--- src/verilog/ewbs_defs.svh ---
`ifndef EWBS_DEFS_SVH
`define EWBS_DEFS_SVH

// Clock rate and self-timed write duration
`define EWBS_CLK_KHZ    250000
`define EWBS_T_WRITE_MS 10
`define EWBS_WRITE_CYC  (`EWBS_T_WRITE_MS * `EWBS_CLK_KHZ)
`define EWBS_WCNT_W     22

// Command frame after the start bit: opcode, address, data
`define EWBS_OP_W       2
`define EWBS_ADDR_W     7
`define EWBS_DATA_W     8
`define EWBS_CMD_BITS   (`EWBS_OP_W + `EWBS_ADDR_W + `EWBS_DATA_W)
`define EWBS_BCNT_W     5
`define EWBS_OP_WRITE   2'h1

// Status levels on the data output
`define EWBS_ST_BUSY    1'h0
`define EWBS_ST_READY   1'h1

`endif

--- src/verilog/ewbs_pkg.sv ---
`include "ewbs_defs.svh"

package ewbs_pkg;

	typedef enum logic [1:0] {
		EWBS_IDLE  = 2'b00,
		EWBS_SHIFT = 2'b01,
		EWBS_ARMED = 2'b10,
		EWBS_BUSY  = 2'b11
	} ewbs_state_e;

	typedef struct packed {
		logic [`EWBS_OP_W-1:0]   op;
		logic [`EWBS_ADDR_W-1:0] addr;
		logic [`EWBS_DATA_W-1:0] data;
	} ewbs_cmd_s;

	typedef struct packed {
		logic chip_sel;
		logic serial_clock;
		logic serial_data_in;
	} ewbs_pins_s;

endpackage

--- src/verilog/ewbs_top.sv ---
// Overview of operation
// Array operations refused during internal write
// Chip select low after write command starts write
// Host may instead wait 10 ms
// Selected while writing: data output driven low
// Selected after write done: data output high
// Host polls by pulsing or holding select
// Status needs no serial clock edges
// Ready stays shown until a start bit
// Start bit while selected clears ready
// Partial command dropped when select falls
// Deselected: data output released, not driven
`timescale 1ns/1ns
`include "ewbs_defs.svh"

module ewbs_top #(
	parameter int WRITE_CYC = `EWBS_WRITE_CYC
) (
	input  wire logic                    clk_sys,
	input  wire logic                    sys_rst,
	input  wire logic                    chip_sel,
	input  wire logic                    serial_clock,
	input  wire logic                    serial_data_in,
	output logic                         dout_q,
	output logic                         dout_oe_q,
	output logic                         busy_q,
	output logic                         nv_wr_stb_q,
	output logic [`EWBS_ADDR_W-1:0]      nv_wr_addr_q,
	output logic [`EWBS_DATA_W-1:0]      nv_wr_data_q
);

	////////////////////////////////////////////////////////////////////////////
	// Pin synchronisation

	ewbs_pkg::ewbs_pins_s pins_raw;
	ewbs_pkg::ewbs_pins_s pins_s;

	assign pins_raw = '{chip_sel: chip_sel, serial_clock: serial_clock,
		serial_data_in: serial_data_in};

	ewbs_sync #(
		.W        ($bits(ewbs_pkg::ewbs_pins_s))
	) u_sync (
		.clk_sys  (clk_sys),
		.sys_rst  (sys_rst),
		.async_in (pins_raw),
		.sync_out (pins_s)
	);

	////////////////////////////////////////////////////////////////////////////
	// State and decode

	ewbs_pkg::ewbs_state_e   state_q;
	ewbs_pkg::ewbs_state_e   state_d;
	ewbs_pkg::ewbs_cmd_s     cmd_q;
	ewbs_pkg::ewbs_cmd_s     cmd_d;
	logic [`EWBS_BCNT_W-1:0] bcnt_q;
	logic [`EWBS_BCNT_W-1:0] bcnt_d;
	logic [`EWBS_WCNT_W-1:0] wcnt_q;
	logic [`EWBS_WCNT_W-1:0] wcnt_d;
	logic                    sk_prev_q;
	logic                    rdy_q;
	logic                    rdy_d;
	logic                    cs_s;
	logic                    di_s;
	logic                    sk_rise;
	logic                    start_bit;
	logic                    last_bit;
	logic                    is_write;
	logic                    in_busy;
	logic                    wr_done;
	logic                    arm_go;

	// Serial clock edge and frame decode
	assign cs_s      = pins_s.chip_sel;
	assign di_s      = pins_s.serial_data_in;
	assign sk_rise   = pins_s.serial_clock & ~sk_prev_q;
	assign in_busy   = (state_q == ewbs_pkg::EWBS_BUSY);
	assign start_bit = (state_q == ewbs_pkg::EWBS_IDLE) & cs_s & sk_rise & di_s;
	assign last_bit  = (bcnt_q == `EWBS_BCNT_W'(`EWBS_CMD_BITS - 1));
	assign cmd_d     = ewbs_pkg::ewbs_cmd_s'({cmd_q[`EWBS_CMD_BITS-2:0], di_s});
	assign is_write  = (cmd_d.op == `EWBS_OP_WRITE);
	assign wr_done   = in_busy & (wcnt_q == `EWBS_WCNT_W'(WRITE_CYC - 1));
	assign arm_go    = (state_q == ewbs_pkg::EWBS_ARMED) & ~cs_s;

	////////////////////////////////////////////////////////////////////////////
	// Next-state logic

	// Busy ignores the clock and data pins until the timer expires; select still gates the status output
	always_comb begin
		state_d = state_q;
		bcnt_d  = bcnt_q;
		wcnt_d  = wcnt_q;
		unique case (state_q)
			ewbs_pkg::EWBS_IDLE: begin
				bcnt_d = '0;
				if (start_bit) begin
					state_d = ewbs_pkg::EWBS_SHIFT;
				end
			end
			ewbs_pkg::EWBS_SHIFT: begin
				if (!cs_s) begin
					state_d = ewbs_pkg::EWBS_IDLE;
				end else if (sk_rise) begin
					bcnt_d = bcnt_q + `EWBS_BCNT_W'(1);
					if (last_bit) begin
						state_d = is_write ? ewbs_pkg::EWBS_ARMED
							: ewbs_pkg::EWBS_IDLE;
					end
				end
			end
			ewbs_pkg::EWBS_ARMED: begin
				wcnt_d = '0;
				if (arm_go) begin
					state_d = ewbs_pkg::EWBS_BUSY;
				end
			end
			ewbs_pkg::EWBS_BUSY: begin
				wcnt_d = wcnt_q + `EWBS_WCNT_W'(1);
				if (wr_done) begin
					state_d = ewbs_pkg::EWBS_IDLE;
				end
			end
		endcase
	end

	// Completion sets ready, a start bit clears it; set wins
	assign rdy_d = wr_done | (rdy_q & ~start_bit);

	////////////////////////////////////////////////////////////////////////////
	// Registers

	// Control state
	always_ff @(posedge clk_sys) begin
		if (sys_rst) begin
			state_q   <= ewbs_pkg::EWBS_IDLE;
			bcnt_q    <= '0;
			wcnt_q    <= '0;
			sk_prev_q <= 1'h0;
			rdy_q     <= 1'h0;
		end else begin
			state_q   <= state_d;
			bcnt_q    <= bcnt_d;
			wcnt_q    <= wcnt_d;
			sk_prev_q <= pins_s.serial_clock;
			rdy_q     <= rdy_d;
		end
	end

	// Command shifter, only while a frame is open
	always_ff @(posedge clk_sys) begin
		if (sys_rst) begin
			cmd_q <= '0;
		end else if (state_q == ewbs_pkg::EWBS_SHIFT && cs_s && sk_rise) begin
			cmd_q <= cmd_d;
		end
	end

	// Status on the data output depends on select level and busy/ready state, not on serial clock edges
	always_ff @(posedge clk_sys) begin
		if (sys_rst) begin
			dout_q    <= `EWBS_ST_BUSY;
			dout_oe_q <= 1'h0;
			busy_q    <= 1'h0;
		end else begin
			dout_oe_q <= cs_s & (in_busy | rdy_q);
			dout_q    <= in_busy ? `EWBS_ST_BUSY : rdy_q;
			busy_q    <= in_busy;
		end
	end

	// Array write issued once, at the end of the self-timed cycle
	always_ff @(posedge clk_sys) begin
		if (sys_rst) begin
			nv_wr_stb_q  <= 1'h0;
			nv_wr_addr_q <= '0;
			nv_wr_data_q <= '0;
		end else begin
			nv_wr_stb_q  <= wr_done;
			nv_wr_addr_q <= cmd_q.addr;
			nv_wr_data_q <= cmd_q.data;
		end
	end
endmodule

--- src/verilog/ewbs_sync.sv ---
`timescale 1ns/1ns

// Two-flop synchroniser for a group of pin inputs
module ewbs_sync #(
	parameter int W = 3
) (
	input  wire logic         clk_sys,
	input  wire logic         sys_rst,
	input  wire logic [W-1:0] async_in,
	output logic      [W-1:0] sync_out
);

	logic [W-1:0] meta_q;

	// First stage feeds only the second stage
	always_ff @(posedge clk_sys) begin
		if (sys_rst) begin
			meta_q   <= '0;
			sync_out <= '0;
		end else begin
			meta_q   <= async_in;
			sync_out <= meta_q;
		end
	end

endmodule

--- config.mk ---
export PLATFORM = sky130hd
export DESIGN_NAME = ewbs_top
export DESIGN_NICKNAME = d
export VERILOG_FILES = /design/src/verilog/ewbs_pkg.sv /design/src/verilog/ewbs_top.sv /design/src/verilog/ewbs_sync.sv
export VERILOG_INCLUDE_DIRS = /design/src /design/src/verilog
export SDC_FILE = /design/constraint.sdc
export NUM_CORES = 1
export LEC_CHECK = 0
export BUFFER_PORTS_ARGS = -buffer_cell sky130_fd_sc_hd__buf_2
export CORE_ASPECT_RATIO = 2
export CORE_MARGIN = 2
export CORE_UTILIZATION = 55
export DETAILED_ROUTE_END_ITERATION = 12
export PLACE_DENSITY_LB_ADDON = 0.08
export SETUP_SLACK_MARGIN = 0.1
export SLEW_MARGIN = 15
export SYNTH_ARGS = -nofsm -noshare
export SYNTH_HDL_FRONTEND = slang
export SYNTH_SLANG_ARGS = --single-unit
--- constraint.sdc ---
create_clock -name clk_sys -period 3.18 [get_ports clk_sys]
set_input_delay 0.636 -clock clk_sys [delete_from_list [all_inputs] [get_ports clk_sys]]
set_output_delay 0.636 -clock clk_sys [all_outputs]
set_load 0.05 [all_outputs]
# Word level (Yosys, flattened, before mapping)
# Index checks and enable logic that the tools add are counted.
# op_classes
n_mux	12
reduce_logical	8
bitwise_logic	13
eq_ne	13
add_sub_neg	2
# ops
operator	count
22-bit one-hot mux with 2 select lines	1
22-bit by 1-bit adder with 22-bit output (second input constant)	1
22-bit equality test (second input constant)	1
2-bit two-way mux	7
5-bit two-way mux	2
5-bit one-hot mux with 2 select lines	1
1-bit AND	8
2-bit one-hot mux with 4 select lines	1
2-bit != test (second input constant)	3
3-bit != test (second input constant)	2
5-bit by 1-bit adder with 5-bit output (second input constant)	1
5-bit equality test (second input constant)	1
5-bit AND reduction	1
2-bit by 1-bit equality test with 1-bit output (second input constant)	2
2-bit equality test (second input constant)	2
2-bit by 1-bit != test with 1-bit output (second input constant)	2
2-bit nonzero test	2
1-bit inverter	3
3-bit AND reduction	1
1-bit logical AND	2
2-bit zero test	1
1-bit OR	2
2-bit OR reduction	1
# word_totals
word_cells	64
register_bits	72

# Longest topological paths before layout
# Gate-level depths: netlist (run 1).
# logic_depth
ltp_word	7
ltp_mapped	6

# Hierarchy
# Synthesis (run 1) repeated with hierarchy kept, for this count alone.
# unflattened
hier_cells	303
area_unflattened_um2	2710.1
# modules_own_cells
module	cells_per_inst	area_each_um2	n_inst
ewbs_top	291	2552.4	1
ewbs_sync	12	157.7	1

# Worst setup path after synthesis (run 1)
# No wires, ideal clock.
# synth_path
path_kind	register -> register
from	reg wcnt_q[0]
to	reg wcnt_q[16]
period_less_slack_ps	1907
path_stages_with_launch	7
arrival_time_ps	1837
path_slack_ps	1273
path_cell_list	dfxtp_1 > ha_1 > nand4_2 > or4_1 > buf_2 > or3_1 > a21oi_1
# synth_between
elab_chain_len	2
# synth_rtl
item	line	text
start: declaration	ewbs_top.sv:59	logic [`EWBS_WCNT_W-1:0] wcnt_q;
start signal: assignment	ewbs_top.sv:144	wcnt_q <= wcnt_d;
22-bit by 1-bit adder with 22-bit output	ewbs_top.sv:119	wcnt_d = wcnt_q + `EWBS_WCNT_W'(1);
22-bit one-hot mux with 2 select lines	ewbs_top.sv:94	unique case (state_q)
# No other way between the ends.
# A chain may end at the register's enable or synchronous reset.

# Final worst setup path (run 1)
# layout_path
from	reg wcnt_q[0]
to	reg wcnt_q[18]
# Same word-level chain as after synthesis.

==> run_results.csv, run 1 <==
group,metric,value,unit
run_status,status,"finished, final reports clean",
yosys,yosys.area.top_type,"dfxtp_1",
floorplanning,dieArea,5610,sq um
global_routing,grt_pass1_wl,8760,microns
global_routing,antenna_found_initial,0,
clocking,clockRootBuffer,"clkbuf_8",
sta,max_freq,0.481,GHz
routing,drtIter0Drc,56,
global_routing,grt_pass1_vias,1982,
critical_path,cp.required,3460,ps
cells_and_area,mostFrequentLayoutCells,"dfxtp_1, nand2_1, a21oi_1",
sta,period_minus_slack,2080,ps
placement,placed_cell_area,2890,sq um
placement,place_congestion,0.769,
routing,first_pass_iters,4,
sta,finalMaxSlewViolations,0,
clocking,numCtsBuffers,9,
placement,place_ws,1120,ps
worst_hold_path,hp-class,"reg -> reg",
yosys,ys_dominant_reg_cell,"dfxtp_1",
sta,slew_headroom,62.6,%
yosys,synth_area_leaders,"dfxtp_1, nand2_1, a21oi_1, nor2b_1, xnor2_1",
sta,fin_crit_sh,65.3,%
cells_and_area,antenna-diode-count,0,
critical_path,critPathArrivalTime,2350,ps
routing,wl_per_cell,14.1,microns
flow_run,drv_cap,0,
yosys,synth-edff-count,0,
yosys,synth-seq-cells,72,
floorplanning,start_util,57.0,%
power_and_ir_drop,p_leak,1.09,nW
cells_and_area,regArea,1440,sq um
sta,worst_pin_slew,553,ps
yosys,synth_cell_types,40,
cells_and_area,fin_nets,333,
routing,drt-total-wl,5430,microns
cells_and_area,num-fill-cells,410,
sta,fin_skew,11.7,ps
clocking,cts_tree,"built",
clocking,clock_latency,350,ps
critical_path,critical_path_peak_fanout,8,
sta,setup_tns,0,ps
cells_and_area,syn2layout_area_growth,12.3,%
sta,rsz0062_at_grt,"no",
global_routing,grt_max_degree,31,
cells_and_area,drive_gt1_share,14.6,%
critical_path,cp-start-kind,"flop",
yosys,yosys_warnings,0,
routing,drc,0,
placement,dp_hpwl,3760,microns
critical_path,path_class,"reg -> reg",
sta,setup_slack,1100,ps
power_and_ir_drop,powerDensity,531,nW/um^2
yosys,synthesis.area,2750,sq um
clocking,cts_buffer_depth,2,
clocking,ctsResizeCount,0,
sta,hold_viol_final,0,
cells_and_area,final_common_cell,"dfxtp_1",
floorplanning,die_w,54.0,microns
floorplanning,rows,36,
clocking,hold_buffers,0,
critical_path,cp-end-kind,"flop",
global_routing,grt_use_total,21.8,%
yosys,ys_seq_area_share,52.5,%
clocking,clkTransAtPathRegs,70,ps
routing,antenna_left,0,
clocking,post_cts_buffers,0,
clocking,h-tree-depth,3,
floorplanning,die_h,104,microns
yosys,synthArstFlopShare,0,%
cells_and_area,multi_input_area,1200,sq um
floorplanning,core,4820,sq um
placement,portBuffers,23,
cells_and_area,final_area,3080,sq um
yosys,yosysTopAreaCellShare,52.5,%
global_routing,overflow,0,
yosys,postSynthAreaPerCell,9.03,sq um
floorplanning,num_io_pins,24,
yosys,syn_inst,304,
routing,viasPerCell,5.50,
sta,setup_viol,0,
routing,num_vias,2122,
power_and_ir_drop,vdd_drop_max,0.000468,V
yosys,synth_fp_nets,312,
clocking,cts_num_sinks,72,
==> power by group <==
| part | switching (mW) | internal [mW] | leakage [nW] |
|---|---|---|---|
| logic | 0.0159 | 0.00722 | 0.409 |
| clock network | 0.329 | 0.379 | 0.0985 |
| registers | 0.00161 | 0.905 | 0.581 |
==> flip-flops by register name, summed over array words and instances (netlist names), named ones only <==
| register | cells |
|---|---|
| nv_wr_data_q | 8 |
| nv_wr_addr_q | 7 |
| u_sync.meta_q | 3 |
| u_sync.sync_out | 3 |
| cmd_d | 16 |
| nv_wr_stb_q | 1 |
| state_q | 1 |
| rdy_q | 1 |
| dout_q | 1 |
| busy_q | 1 |
| wcnt_q | 22 |
| dout_oe_q | 1 |
| bcnt_q | 5 |
| sk_prev_q | 1 |
==> per-stage QoR <==
step	cells	power, mW	util, %	hold slack, ps
after global routing	386	1.69	64.0	446
after global placement	371	0.951	59.9	420
after CTS	386	1.66	64.0	443
after floorplan	304	0.946	-	414
after detailed placement	371	0.951	59.9	428
final	386	1.64	64.0	442
==> final cells by class <==
type                            instances  share of cell area [%]
Clock buffer                           10                    4.46
Clock inverter                          5                    1.83
Inverter                                9                    1.10
Multi-Input combinational cell        207                    39.1
Sequential cell                        72                    46.8
Tap cell                               57                    2.31
Timing Repair Buffer                   26                    4.46
==> critical path, cell delays in order, from the launching register on <==
cell     delay, ps
dfxtp_1        400
ha_1           250
nand4_2        160
or4_1          670
or3_1          380
a21oi_1        150
==> final timing paths <==
check                                    from  slack [ps]                       endpoint  depth (start not counted)
hold / removal    u_sync.meta_q[2]$_SDFF_PP0_         440  u_sync.sync_out[2]$_SDFF_PP0_                          1
setup / recovery       wcnt_q[0]$_SDFFE_PP0P_        1100        wcnt_q[18]$_SDFFE_PP0P_                          5
setup reg to reg       wcnt_q[0]$_SDFFE_PP0P_        1100        wcnt_q[18]$_SDFFE_PP0P_                          5
hold reg to reg   u_sync.meta_q[2]$_SDFF_PP0_         440  u_sync.sync_out[2]$_SDFF_PP0_                          1
==> Yosys cell counts, types with 4 or more instances <==
master,instances
dfxtp_1,72
nand2_1,42
a21oi_1,29
nor2b_1,23
nor2_1,20
clkbuf_1,12
nand3_1,11
xnor2_1,11
inv_1,9
or3_1,8
o21ai_0,7
nor3_1,6
nand4_1,5
nand2b_1,4
or4_1,4
==> metal layers <==
metal	GRT usage, %	up-vias	share of wire [%]
li1	-	1083	-
met1	22.4	986	40
met2	36.5	39	54
met3	6.75	14	3.2
met4	12.8	0	3.2
met5	0	-	0
==> cells by family (layout without fill, tap and decap cells) <==
logic type               after synthesis  in the layout  synth area share [%]
AND/OR/NAND/NOR                      138            138                  26.5
XOR/XNOR                              14             14                  4.47
buffers and inverters                 25             50                  3.78
AO/OA/AOI/OAI                         50             50                  10.5
flip-flops                            72             72                  52.5
adder cells (fa/ha/maj)                3              3                  1.37
multiplexers                           2              2                 0.820
(Power assumes the default switching activity.)
==> inputs of run 2 (changes only) <==
clock period = 1.96 ns   (was 3.18 ns; I/O delays follow)
==> run 2 against run 1 <==
  * Largest cell class unchanged
  * Worst hold slack lost 180 ps
  * Cell count grew 3.4%
  * Setup slack lost 990 ps
  * Clock-buffer cell count grew 2
  * Highest routed layer unchanged
  * Non-clock buffer count grew 13
  * Utilization grew 3.4 points
==> run_results.csv, run 2 (same netlist as run 1, synthesis figures left out) <==
group,metric,value,unit
sta,slew_headroom,62.5,%
routing,viasPerCell,5.50,
clocking,clockRootBuffer,"clkbuf_8",
critical_path,cpPeakStageDelay,570,ps
routing,drt-total-wl,5690,microns
routing,antenna_left,0,
sta,holdWs,262,ps
sta,setup_tns,0,ps
clocking,clkTransAtPathRegs,70,ps
sta,hold_viol_final,0,
placement,place_congestion,0.802,
cells_and_area,final_common_cell,"dfxtp_1",
clocking,cts_tree,"built",
critical_path,cp.required,2240,ps
routing,drc,0,
sta,finalMaxSlewViolations,0,
global_routing,antenna_found_initial,0,
floorplanning,core,4820,sq um
sta,worst_pin_slew,562,ps
global_routing,overflow,0,
clocking,numCtsBuffers,9,
routing,drtIter0Drc,24,
sta,max_freq,0.542,GHz
clocking,post_cts_buffers,0,
cells_and_area,antenna-diode-count,0,
floorplanning,rows,36,
critical_path,critical_path_peak_fanout,8,
global_routing,grt_pass1_wl,9400,microns
critical_path,slowest_stage,"or4_4",
clocking,clock_latency,350,ps
floorplanning,die_w,54.0,microns
routing,first_pass_iters,4,
routing,wl_per_cell,14.3,microns
global_routing,grt_max_degree,40,
cells_and_area,fin_nets,346,
power_and_ir_drop,p_leak,1.17,nW
floorplanning,num_io_pins,24,
clocking,h-tree-depth,3,
critical_path,critPathArrivalTime,2130,ps
cells_and_area,syn2layout_area_growth,18.2,%
clocking,cts_num_sinks,72,
power_and_ir_drop,vdd_drop_max,0.000786,V
critical_path,cp-end-kind,"flop",
routing,num_vias,2195,
critical_path,rrSetupSlack,110,ps
cells_and_area,drive_gt1_share,19.9,%
critical_path,cp-start-kind,"flop",
cells_and_area,num-fill-cells,416,
floorplanning,die_h,104,microns
cells_and_area,mostFrequentLayoutCells,"dfxtp_1, nand2_1, a21oi_1",
sta,period_minus_slack,1850,ps
power_and_ir_drop,powerDensity,894,nW/um^2
worst_hold_path,hp-class,"in -> reg",
critical_path,path_cells,"nand4_1, buf_4, or4_4, or3_4, a21oi_2",
clocking,cts_buffer_depth,2,
cells_and_area,regMostFlops,"wcnt_q",
run_status,status,"finished, final reports clean",
placement,dp_hpwl,4060,microns
power_and_ir_drop,total_power,2.90,mW
clocking,hold_buffers,0,
sta,setup_viol,0,
flow_run,drv_cap,0,
floorplanning,dieArea,5610,sq um
placement,portBuffers,23,
global_routing,grt_use_total,23.0,%
sta,fin_skew,11.7,ps
critical_path,path_class,"reg -> reg",
cells_and_area,largest_reg_flops,22,
global_routing,grt_pass1_vias,2158,
cells_and_area,final_cells,399,
floorplanning,start_util,57.0,%
sta,fin_crit_sh,94.2,%
placement,placedCellCount,384,
sta,rsz0062_at_grt,"yes",
run 2: critical path, delay by kind of cell (launching register included):
family                 cells  cell delay, ps
buffers and inverters      1             190
and+or+nand+nor            3            1130
AOI/OAI and AO/OA          1             110
DFF                        1             350
run 2: worst paths after layout:
path | from | end | depth (start not counted)
min reg2reg | u_sync.meta_q[2]$_SDFF_PP0_ | u_sync.sync_out[2]$_SDFF_PP0_ | 1
max reg2reg | wcnt_q[10]$_SDFFE_PP0P_ | wcnt_q[20]$_SDFFE_PP0P_ | 5
max | wcnt_q[10]$_SDFFE_PP0P_ | wcnt_q[20]$_SDFFE_PP0P_ | 5
min | serial_data_in | u_sync.meta_q[0]$_SDFF_PP0_ | 2
run 2: through the flow:
| step | setup WS, ps | instance area [sq um] | utilization [%] |
|---|---|---|---|
| final | 114 | 3250 | 67.3 |
| after global placement | 105 | 2990 | 62.1 |
| after detailed placement | 49.8 | 2990 | 62.1 |
| after global routing | 42.5 | 3250 | 67.3 |
| after CTS | 98.6 | 3230 | 67.1 |
| after floorplan | 106 | 2750 | - |
run 2: layer usage:
metal  wire [microns]  GRT usage (%)  share of wire [%]
met1             2110           22.1                 37
met2             3170           40.8                 56
met3              203           6.75                3.6
met4              208           12.1                3.7
met5                0              0                  0
run 2: power by group:
group | internal, mW | total [mW] | switching, mW
sequential | 1.47 | 1.47 | 0.00249
combinational | 0.0120 | 0.0386 | 0.0266
clock | 0.875 | 1.39 | 0.516
total | 2.36 | 2.90 | 0.545
run 2: repair_timing:
| item | in CTS | in global routing |
|---|---|---|
| gates cloned | 0 | 0 |
| pin swaps | 0 | 7 |
| resized for setup | 2 | 4 |
| setup endpoints to repair | 6 | 6 |
run 2: area by class of cell:
type / instances / area, sq um / share of cell area (%)
inverters: 9 / 33.8 / 1.04
clock buffers: 12 / 145 / 4.47
flip-flops and latches: 72 / 1450 / 44.6
multi-input cells: 207 / 1220 / 37.7
clock inverters: 3 / 90.1 / 2.78
well taps: 57 / 71.3 / 2.20
repair buffers: 39 / 235 / 7.25
==> inputs of run 3 (changes only) <==
CORE_UTILIZATION = 30   (was 55)
==> run 3 against run 2 <==
  * Clock skew is 3.8 ps lower
  * Routed wire length rose by 16%
  * Cell area up 5.6%
  * Clock power is 29% higher
  * Worst hold slack gained 3.3 ps
  * Via count decreased by 1.9%
  * Critical path depth shrank 1
  * Critical endpoint is now wcnt_q[19]$_SDFFE_PP0P_
==> run_results.csv, run 3 (same netlist as run 1, synthesis figures left out) <==
group,metric,value,unit
flow_run,drv_cap,0,
cells_and_area,multi_input_area,1220,sq um
sta,hold_viol_final,0,
placement,placed_cell_area,3080,sq um
cells_and_area,mostFrequentLayoutCells,"dfxtp_1, nand2_1, a21oi_1",
critical_path,critPathArrivalTime,2030,ps
cells_and_area,fin_util,38.3,%
cells_and_area,final_common_cell,"dfxtp_1",
clocking,clkTransAtPathRegs,60,ps
placement,place_ws,64.9,ps
routing,antenna_left,0,
clocking,post_cts_buffers,0,
sta,max_freq,0.567,GHz
cells_and_area,num-fill-cells,919,
floorplanning,core,8950,sq um
clocking,hold_buffers,0,
power_and_ir_drop,vdd_drop_max,0.000519,V
sta,finalMaxSlewViolations,0,
floorplanning,die_w,71.6,microns
global_routing,grt_pass1_wl,10900,microns
critical_path,cp-start-kind,"flop",
placement,portBuffers,23,
global_routing,grt_use_total,14.5,%
routing,viasPerCell,4.80,
clocking,cts_buffer_depth,2,
cells_and_area,largest_reg_flops,22,
routing,drc,0,
sta,fin_crit_sh,90.0,%
cells_and_area,antenna-diode-count,0,
global_routing,antenna_found_initial,0,
sta,setup_slack,195,ps
cells_and_area,regArea,1450,sq um
global_routing,grt_max_degree,27,
floorplanning,start_util,30.7,%
cells_and_area,regMostFlops,"wcnt_q",
cells_and_area,syn2layout_area_growth,24.8,%
routing,first_pass_iters,5,
routing,num_vias,2154,
worst_hold_path,hp-class,"in -> reg",
sta,period_minus_slack,1760,ps
floorplanning,num_io_pins,24,
power_and_ir_drop,powerDensity,966,nW/um^2
clocking,clockRootBuffer,"clkbuf_16",
run_status,status,"finished, final reports clean",
sta,worst_pin_slew,570,ps
sta,slew_headroom,62.0,%
power_and_ir_drop,p_leak,1.24,nW
routing,wl_per_cell,14.7,microns
power_and_ir_drop,total_power,3.31,mW
cells_and_area,final_cells,449,
routing,drt-total-wl,6600,microns
critical_path,path_class,"reg -> reg",
placement,placedCellCount,433,
sta,rsz0062_at_grt,"no",
clocking,cts_num_sinks,72,
global_routing,overflow,0,
critical_path,cp.required,2230,ps
cells_and_area,drive_gt1_share,21.9,%
sta,holdWs,265,ps
critical_path,critical_path_peak_fanout,8,
cells_and_area,fin_nets,350,
critical_path,cp-end-kind,"flop",
clocking,clock_latency,340,ps
clocking,h-tree-depth,3,
placement,place_congestion,0.773,
sta,fin_skew,7.86,ps
floorplanning,rows,49,
sta,setup_viol,0,
floorplanning,die_h,139,microns
cells_and_area,final_area,3430,sq um
clocking,cts_tree,"built",
routing,drtIter0Drc,86,
clocking,numCtsBuffers,9,
sta,setup_tns,0,ps
placement,dp_hpwl,4860,microns
floorplanning,dieArea,9980,sq um
global_routing,grt_pass1_vias,2215,
## run 3: cell types whose count changed in the layout (fill, tap and decap cells not counted), moves of 2 or more
| cell | change |
|---|---|
| clkinv_4 | +2 |
| buf_4 | +4 |
| clkbuf_8 | -9 |
| dfxtp_2 | +2 |
| clkbuf_1 | -2 |
| clkbuf_16 | +9 |
| dfxtp_1 | -2 |
## run 3: what timing repair did
action,4_1_cts,5_1_grt
endpoints found under the setup margin,6,8
pin swaps,0,3
gates resized for setup,2,5
## run 3: worst paths after layout
kind                                             startpoint                            end  slack (ps)  cells past startpoint
worst max-delay path                 wcnt_q[9]$_SDFFE_PP0P_        wcnt_q[19]$_SDFFE_PP0P_         200                      4
worst min-delay path                               chip_sel    u_sync.meta_q[2]$_SDFF_PP0_         270                      2
worst min register to register  u_sync.meta_q[1]$_SDFF_PP0_  u_sync.sync_out[1]$_SDFF_PP0_         440                      1
worst max register to register       wcnt_q[9]$_SDFFE_PP0P_        wcnt_q[19]$_SDFFE_PP0P_         200                      4
## run 3: report_power, final
part           internal [mW]  switching, mW
sequential              1.47        0.00283
clock                   1.15          0.643
combinational         0.0133         0.0270
total                   2.64          0.672
## run 3: worst max-delay path: stages, from the launching register on
cell	delay [ps]
dfxtp_1	390
nand4_1	180
or4_4	570
or4_1	410
a21oi_1	140
## run 3: final cells by class
class,count,area share (%)
inverters,9,0.986
well taps,102,3.72
multi-input cells,207,35.6
clock buffers,10,6.97
repair buffers,43,7.74
flip-flops and latches,72,42.3
clock inverters,6,2.67
## run 3: layer usage
layer / share of wire, % / wire length (microns) / vias to the layer above / track usage [%]
met5: 0 / 0 / - / 0
met4: 3.6 / 237 / 0 / 9.43
met3: 2.3 / 154 / 17 / 2.97
met2: 57 / 3740 / 28 / 27.4
met1: 37 / 2470 / 997 / 13.4
li1: - / - / 1112 / -
